## config.mk

```make
export PLATFORM = sky130hd
export DESIGN_NAME = ifr_device_end_flat
export DESIGN_NICKNAME = d
export VERILOG_FILES = /design/src/hw/ifr_pkg.sv /design/src/hw/ifr_link_if.sv /design/src/hw/ifr_device_end.sv /design/src/flat_wrapper.sv
export VERILOG_INCLUDE_DIRS = /design/src /design/src/hw
export SDC_FILE = /design/constraint.sdc
export NUM_CORES = 2
export LEC_CHECK = 0
export ABC_AREA = 0
export BUFFER_PORTS_ARGS = -buffer_cell sky130_fd_sc_hd__buf_2
export CAP_MARGIN = 20
export CORE_AREA = 4 4 523 629
export CTS_CLUSTER_DIAMETER = 40
export DETAILED_ROUTE_END_ITERATION = 8
export DIE_AREA = 0 0 527 633
export MAX_ROUTING_LAYER = met4
export PLACE_DENSITY = 0.46
export SKIP_CTS_REPAIR_TIMING = 1
export SLEW_MARGIN = 15
export SYNTH_ARGS = -nofsm -noshare
export SYNTH_HDL_FRONTEND = slang
export SYNTH_SLANG_ARGS = --single-unit
```

## constraint.sdc

```tcl
create_clock -name ref_clk_in -period 5.6 [get_ports ref_clk_in]
set_input_delay 0.56 -clock ref_clk_in [delete_from_list [all_inputs] [get_ports ref_clk_in]]
set_output_delay 0.56 -clock ref_clk_in [all_outputs]
set_load 0.02 [all_outputs]
```

## src/hw/ifr_regs.svh

```systemverilog
// Register indices, command word fields, reset values and timing counts
`ifndef IFR_REGS_SVH
`define IFR_REGS_SVH

`define IFR_DATA_IDX 8'h00
`define IFR_CMD_IDX 8'h01
`define IFR_DIRECT_BASE 8'h10
`define IFR_DIRECT_LAST 8'h1f
`define IFR_DIRECT_MAP_BASE 16'h0020

`define IFR_CMD_PENDING 31
`define IFR_CMD_RNW 30
`define IFR_CMD_DOWN 29
`define IFR_CMD_UP 28
`define IFR_CMD_FAULT 20
`define IFR_CMD_LANE_HI 19
`define IFR_CMD_LANE_LO 16

`define IFR_DATA_RESET 32'h0000_0000
`define IFR_OFFSET_RESET 16'h0000
`define IFR_LANE_RESET 4'h0
`define IFR_ALL_LANES 4'hf
`define IFR_OFFSET_STEP 16'h0001

`define IFR_FABRIC_WORDS 16'h0040
`define IFR_FABRIC_CYCLES 3'h4

`endif

```

## src/hw/ifr_pkg.sv

```systemverilog
// Shared types for the indirect fabric register bridge
package ifr_pkg;
  typedef logic [31:0] ifr_word_t;
  typedef logic [15:0] ifr_offset_t;
  typedef logic [7:0] ifr_index_t;
  typedef logic [3:0] ifr_lane_t;
  typedef enum logic [0:0] {DEV_IDLE, DEV_BUSY} ifr_dev_state_t;
  typedef enum logic [2:0] {
    HOST_IDLE, HOST_POLL, HOST_POLL_WAIT, HOST_WRITE, HOST_READ, HOST_READ_WAIT, HOST_ACK
  } ifr_host_state_t;
endpackage

```

## src/hw/ifr_link_if.sv

```systemverilog
// System register bus between the host end and the device end
`timescale 1ns/1ns
interface ifr_link_if;
  logic req_wr;
  logic req_rd;
  ifr_pkg::ifr_index_t req_addr;
  ifr_pkg::ifr_word_t req_wdata;
  logic rsp_valid;
  ifr_pkg::ifr_word_t rsp_data;
  modport dev (input req_wr, input req_rd, input req_addr, input req_wdata,
               output rsp_valid, output rsp_data);
  modport host (output req_wr, output req_rd, output req_addr, output req_wdata,
                input rsp_valid, input rsp_data);
endinterface

```

## src/hw/ifr_device_end.sv

```systemverilog
// Device end: command word, data window, direct range and fabric register space
//
// Summary of operation
// Host loads data window before write command
// Single write: one command with pending set
// Pending stays set until fabric write finishes
// Stepped writes: program command with step first
// Stepped write mode: data write starts write
// Stepped write done: clear pending, step offset
// Direct range write sets offset, lanes, write
// Only a fabric subset is reachable directly
// Single read: one command, read, no step
// Read: data valid in the same cycle that pending clears
// Stepped reads: program command with step first
// Stepped read: data read steps, relaunches read
// Host clears step bits before final read
// Host writes only while pending is clear
// Fabric write touches only selected byte lanes
// Both step bits set means no stepping
`timescale 1ns/1ns
`include "ifr_regs.svh"
module ifr_device_end (
  input wire logic ref_clk_in,
  input wire logic reset_in,
  ifr_link_if.dev link,
  output logic access_pending_out,
  output ifr_pkg::ifr_offset_t target_offset_out,
  output logic access_fault_out
);
  import ifr_pkg::*;

  ifr_word_t fabric_data_window;
  ifr_offset_t target_offset;
  logic read_not_write;
  logic step_up;
  logic step_down;
  ifr_lane_t lane_select;
  logic access_pending;
  logic access_fault;
  ifr_dev_state_t state;
  logic [2:0] wait_cnt;
  ifr_word_t fabric_mem [`IFR_FABRIC_WORDS];

  function automatic ifr_word_t lane_merge(input ifr_word_t old_w, input ifr_word_t new_w,
                                           input ifr_lane_t lanes);
    ifr_word_t r;
    r = old_w;
    for (int i = 0; i < 4; i++) begin
      if (lanes[i]) begin
        r[8*i +: 8] = new_w[8*i +: 8];
      end
    end
    return r;
  endfunction

  // Address decode of the system register bus
  wire hit_data = link.req_addr == `IFR_DATA_IDX;
  wire hit_cmd = link.req_addr == `IFR_CMD_IDX;
  // Only the mapped subset of the fabric is writable through the direct range
  wire hit_direct = (link.req_addr >= `IFR_DIRECT_BASE) &&
                    (link.req_addr <= `IFR_DIRECT_LAST);
  wire ifr_offset_t direct_offset = `IFR_DIRECT_MAP_BASE +
                                    {8'h00, link.req_addr - `IFR_DIRECT_BASE};

  // Both step bits together cancel each other
  wire step_on = step_up ^ step_down;
  wire ifr_offset_t stepped_offset = step_up ? target_offset + `IFR_OFFSET_STEP
                                             : target_offset - `IFR_OFFSET_STEP;

  // Writes that arrive while an access is pending are dropped
  wire idle_ok = !access_pending;
  wire cmd_write = link.req_wr && hit_cmd && idle_ok;
  wire data_write = link.req_wr && hit_data && idle_ok;
  wire launch_cmd = cmd_write && link.req_wdata[`IFR_CMD_PENDING];
  wire launch_step_wr = data_write && step_on && !read_not_write;
  wire launch_direct = link.req_wr && hit_direct && idle_ok;
  wire launch_step_rd = link.req_rd && hit_data && step_on && read_not_write &&
                        idle_ok;
  wire launch = launch_cmd || launch_step_wr || launch_direct || launch_step_rd;

  wire fabric_fin = (state == DEV_BUSY) && (wait_cnt == 3'h0);
  wire in_range = target_offset < `IFR_FABRIC_WORDS;
  wire [5:0] mem_idx = target_offset[5:0];
  wire ifr_word_t mem_word = in_range ? fabric_mem[mem_idx] : '0;

  wire ifr_word_t cmd_word = {access_pending, read_not_write, step_down, step_up,
                              7'h00, access_fault, lane_select, target_offset};
  wire ifr_word_t read_mux = hit_data ? fabric_data_window :
                             hit_cmd ? cmd_word : '0;

  // Fabric access sequencer: fixed latency per access
  always_ff @(posedge ref_clk_in) begin
    if (reset_in) begin
      state <= DEV_IDLE;
      wait_cnt <= 3'h0;
    end else begin
      case (state)
        DEV_IDLE: begin
          if (launch) begin
            state <= DEV_BUSY;
            wait_cnt <= `IFR_FABRIC_CYCLES - 3'h1;
          end
        end
        DEV_BUSY: begin
          if (wait_cnt == 3'h0) begin
            state <= DEV_IDLE;
          end else begin
            wait_cnt <= wait_cnt - 3'h1;
          end
        end
        default: begin
          state <= DEV_IDLE;
        end
      endcase
    end
  end

  // Command word fields
  always_ff @(posedge ref_clk_in) begin
    if (reset_in) begin
      target_offset <= `IFR_OFFSET_RESET;
      read_not_write <= 1'b0;
      step_up <= 1'b0;
      step_down <= 1'b0;
      lane_select <= `IFR_LANE_RESET;
      access_pending <= 1'b0;
    end else if (cmd_write) begin
      target_offset <= link.req_wdata[15:0];
      read_not_write <= link.req_wdata[`IFR_CMD_RNW];
      step_up <= link.req_wdata[`IFR_CMD_UP];
      step_down <= link.req_wdata[`IFR_CMD_DOWN];
      lane_select <= link.req_wdata[`IFR_CMD_LANE_HI:`IFR_CMD_LANE_LO];
      access_pending <= link.req_wdata[`IFR_CMD_PENDING];
    end else if (launch_direct) begin
      target_offset <= direct_offset;
      lane_select <= `IFR_ALL_LANES;
      read_not_write <= 1'b0;
      access_pending <= 1'b1;
    end else if (launch_step_wr) begin
      access_pending <= 1'b1;
    end else if (launch_step_rd) begin
      target_offset <= stepped_offset;
      access_pending <= 1'b1;
    end else if (fabric_fin) begin
      // Pending holds through the whole access and drops with its last cycle
      access_pending <= 1'b0;
      if (!read_not_write && step_on) begin
        target_offset <= stepped_offset;
      end
    end
  end

  // Out-of-range offsets are flagged; a new command clears the flag
  always_ff @(posedge ref_clk_in) begin
    if (reset_in) begin
      access_fault <= 1'b0;
    end else if (fabric_fin && !in_range) begin
      access_fault <= 1'b1;
    end else if (cmd_write) begin
      access_fault <= 1'b0;
    end
  end

  // Data window: host data in, fetched fabric data out
  always_ff @(posedge ref_clk_in) begin
    if (reset_in) begin
      fabric_data_window <= `IFR_DATA_RESET;
    end else if (data_write || launch_direct) begin
      fabric_data_window <= link.req_wdata;
    end else if (fabric_fin && read_not_write) begin
      fabric_data_window <= mem_word;
    end
  end

  // Fabric register space
  always_ff @(posedge ref_clk_in) begin
    if (reset_in) begin
      for (int i = 0; i < `IFR_FABRIC_WORDS; i++) begin
        fabric_mem[i] <= '0;
      end
    end else if (fabric_fin && !read_not_write && in_range) begin
      fabric_mem[mem_idx] <= lane_merge(fabric_mem[mem_idx], fabric_data_window,
                                        lane_select);
    end
  end

  // Read answer one cycle after the request
  always_ff @(posedge ref_clk_in) begin
    if (reset_in) begin
      link.rsp_valid <= 1'b0;
      link.rsp_data <= '0;
    end else begin
      link.rsp_valid <= link.req_rd;
      link.rsp_data <= link.req_rd ? read_mux : '0;
    end
  end

  // User-side status mirrors
  always_ff @(posedge ref_clk_in) begin
    if (reset_in) begin
      access_pending_out <= 1'b0;
      target_offset_out <= `IFR_OFFSET_RESET;
      access_fault_out <= 1'b0;
    end else begin
      access_pending_out <= access_pending;
      target_offset_out <= target_offset;
      access_fault_out <= access_fault;
    end
  end
endmodule

```

## src/flat_wrapper.sv

```systemverilog
// flat-port wrapper written by rule: the top's interface ports become plain ports
module ifr_device_end_flat import ifr_pkg::*;
  (ref_clk_in, reset_in, access_pending_out, target_offset_out, access_fault_out, link_req_wr, link_req_rd, link_req_addr, link_req_wdata, link_rsp_valid, link_rsp_data);
  ifr_link_if link_i ();
  input wire logic ref_clk_in;
  input wire logic reset_in;
  output logic access_pending_out;
  output ifr_pkg::ifr_offset_t target_offset_out;
  output logic access_fault_out;
  input wire logic [$bits(link_i.req_wr)-1:0] link_req_wr;
  input wire logic [$bits(link_i.req_rd)-1:0] link_req_rd;
  input wire logic [$bits(link_i.req_addr)-1:0] link_req_addr;
  input wire logic [$bits(link_i.req_wdata)-1:0] link_req_wdata;
  output wire logic [$bits(link_i.rsp_valid)-1:0] link_rsp_valid;
  output wire logic [$bits(link_i.rsp_data)-1:0] link_rsp_data;
  assign link_i.req_wr = link_req_wr;
  assign link_i.req_rd = link_req_rd;
  assign link_i.req_addr = link_req_addr;
  assign link_i.req_wdata = link_req_wdata;
  assign link_rsp_valid = link_i.rsp_valid;
  assign link_rsp_data = link_i.rsp_data;
  ifr_device_end u_core (.ref_clk_in(ref_clk_in), .reset_in(reset_in), .link(link_i), .access_pending_out(access_pending_out), .target_offset_out(target_offset_out), .access_fault_out(access_fault_out));
endmodule
```

==> run summary <==
TNS Setup = 0 ns
Hpwl dp = 208000 µm
Synth Instances = 7075
Setup violators final = 0
Max Slew Vio Count = 0
CTS tree = done
CP max stage delay = 0.77 ns
Tightest Pin Transition = 1.17 ns
Fill cell count = 31200
Top Family by Delay on Critical Path = compound AO/OA/AOI/OAI gates
CP bufs+invs = 2
Hold Startpoint = link_req_wdata[18]
Lkg Pwr = 36.7 nW
Crit Path Max Fanout = 48
Root Buffer = clkbuf_16
Rows = 229
CP cell instances = buf_4 -> mux4_1 -> mux2i_1 -> o22ai_1 -> a211oi_1 -> a22oi_1 -> o21ai_4 -> buf_12 -> nor2_1
Max clock buf depth = 4
RSZ-0062 raised after global routing = false
Worst EP required = 6.18 ns
CP endpoint kind = register
Total Routed Length = 339000 µm
Pwr dens = 361 nW/µm²
Largest net degree at the start of global routing = 92
Post-synthesis register bit count = 2166
1st-pass router iterations = 6
Most common cell after layout, fill and taps aside = edfxtp_1
Die Ht = 633 µm
Worst Hold Class = in2reg
Outcome = complete, no violations
WL/cell = 29.2 µm
Vias = 60700
Critical Path Slowest Stage Cell = a211oi_1
Post-Syn Area = 96500 µm²
Sequential area share after synthesis = 0.662
Tightest hold margin = 0.0219 ns
Most frequent cells in the layout = edfxtp_1 (2048), nor2_1 (1741), mux2i_1 (449)
Gr usage total = 0.204
Crit start category = register
Vias per cell = 5.23
GP Congestion = 0.911
Top FF cell, synth = edfxtp_1
TritonCTS Buffers = 292
Fmax = 222 MHz
Arrival @ worst endpoint = 5.08 ns
Hold Vio Cnt, Final = 0
Worst vdd ir = 0.251 mV
Die width = 527 µm
Synth unique cells = 78
Post-synthesis net count = 7140
Clock skew = 0.0411 ns
Asr flop ratio synth = 0
Vias in the first global route = 60600
Fin crit share = 0.804
Worst-path clk slew = 0.06 ns
H-tree depth = 5
I/O pins = 95
Layout cells sized above 1 = 0.234
Min cycle time layout = 4.50 ns
CTS Sinks = 2166
Residual DRC = 0
1st-iter DRT viols = 6147
Slew HR = 0.221
Post-route ant nets = 0
Die area = 334000 µm²
Core Util, Final = 0.345
Mean Syn Cell Area = 13.6 µm²
First-pass GRT wire length = 474000 µm
YS warnings = 0
Grt ovf = 0
Crit path kind = reg2reg
Max-Cap Viols = 0
Starting Density = 0.299
Port-buffer cells = 94
Clock Latency Late Sink = 0.88 ns
Core area = 323000 µm²
Post-synth EDFFs = 2048
Area Overhead vs Synth = 15.6%
Initial antenna violation count = 6
Layout net count = 7162
[metrics by stage]
step                      cell area (µm²)  power, mW  std cells  worst slack (ns)
after floorplan                     96500       20.7       7075              2.30
after detailed placement           102000       22.2      11100              1.09
final                              112000       40.3      11600              1.10
after CTS                          111000       40.6      11600              1.10
after global placement             102000       22.2      11100              1.14
after global routing               112000       41.4      11600             0.946
[area by class of cell]
class                           instances  area (µm²)  share of cell area
Sequential cell                      2166       63900               0.573
Multi-Input combinational cell       4228       29200               0.262
Clock buffer                          339        7720              0.0692
Tap cell                             4273        5350              0.0479
Timing Repair Buffer                  387        3560              0.0320
Clock inverter                        179        1750              0.0157
Inverter                               22        85.1            0.000763
Antenna cell                            6        15.0            0.000135
[synth_stat cells, types with 69 or more instances]
master | n | share of area
mux4_2 | 282 | 0.066
dfxtp_1 | 118 | 0.024
buf_6 | 101 | 0.012
a21oi_1 | 69 | 0.0036
clkbuf_1 | 269 | 0.010
edfxtp_1 | 2048 | 0.64
nor2_1 | 1748 | 0.068
nand3_1 | 106 | 0.0055
o22ai_1 | 130 | 0.0084
nor2_2 | 400 | 0.026
nand2_1 | 299 | 0.012
mux2i_1 | 449 | 0.047
buf_2 | 222 | 0.012
a22oi_1 | 188 | 0.015
[cell families after synthesis]
kind of cell,after synthesis,share of synthesized area
AND/OR/NAND/NOR,2769,0.126
buffers and inverters,681,0.0390
adder cells (fa/ha/maj),21,0.00280
XOR/XNOR,14,0.00127
multiplexers,780,0.118
AO/OA/AOI/OAI,644,0.0508
flip-flops,2166,0.662
[power by group]
group | internal, mW | switching [mW]
combinational | 0.884 | 2.67
clock | 10.9 | 7.47
sequential | 18.2 | 0.171
total | 29.9 | 10.3
[tightest hold or removal path: cells and delay by family]
family / cells / cell delay, ns
buffers and inverters: 1 / 0.11
and+or+nand+nor: 1 / 0.09
AOI/OAI and AO/OA: 1 / 0.09
[worst paths after layout]
path,to,slack (ns),cells after the start
max reg2reg,u_core.fabric_mem[39][17]$_SDFFCE_PN0P_,1.10,9
min,u_core.lane_select[2]$_SDFFE_PP0N_,0.02,3
max,u_core.fabric_mem[39][17]$_SDFFCE_PN0P_,1.10,9
min reg2reg,u_core.wait_cnt[0]$_SDFFE_PP0P_,0.48,1
[state kept, by name (all words and copies together), names as in the netlist, 3 cells and up, named ones only]
register	cells
u_core.fabric_mem	2048
u_core.fabric_data_window	32
u_core.link.rsp_data	32
u_core.target_offset	16
u_core.target_offset_out	16
u_core.lane_select	4
u_core.wait_cnt	3
[routing by layer]
layer | vias up | global-route usage | routed length (µm)
li1 | 26000 | - | -
met1 | 31900 | 0.260 | 139000
met2 | 2298 | 0.322 | 161000
met3 | 557 | 0.0309 | 20800
met4 | 0 | 0.0925 | 18000
met5 | - | - | 0
Note: power is estimated with default switching activity, not from simulation.
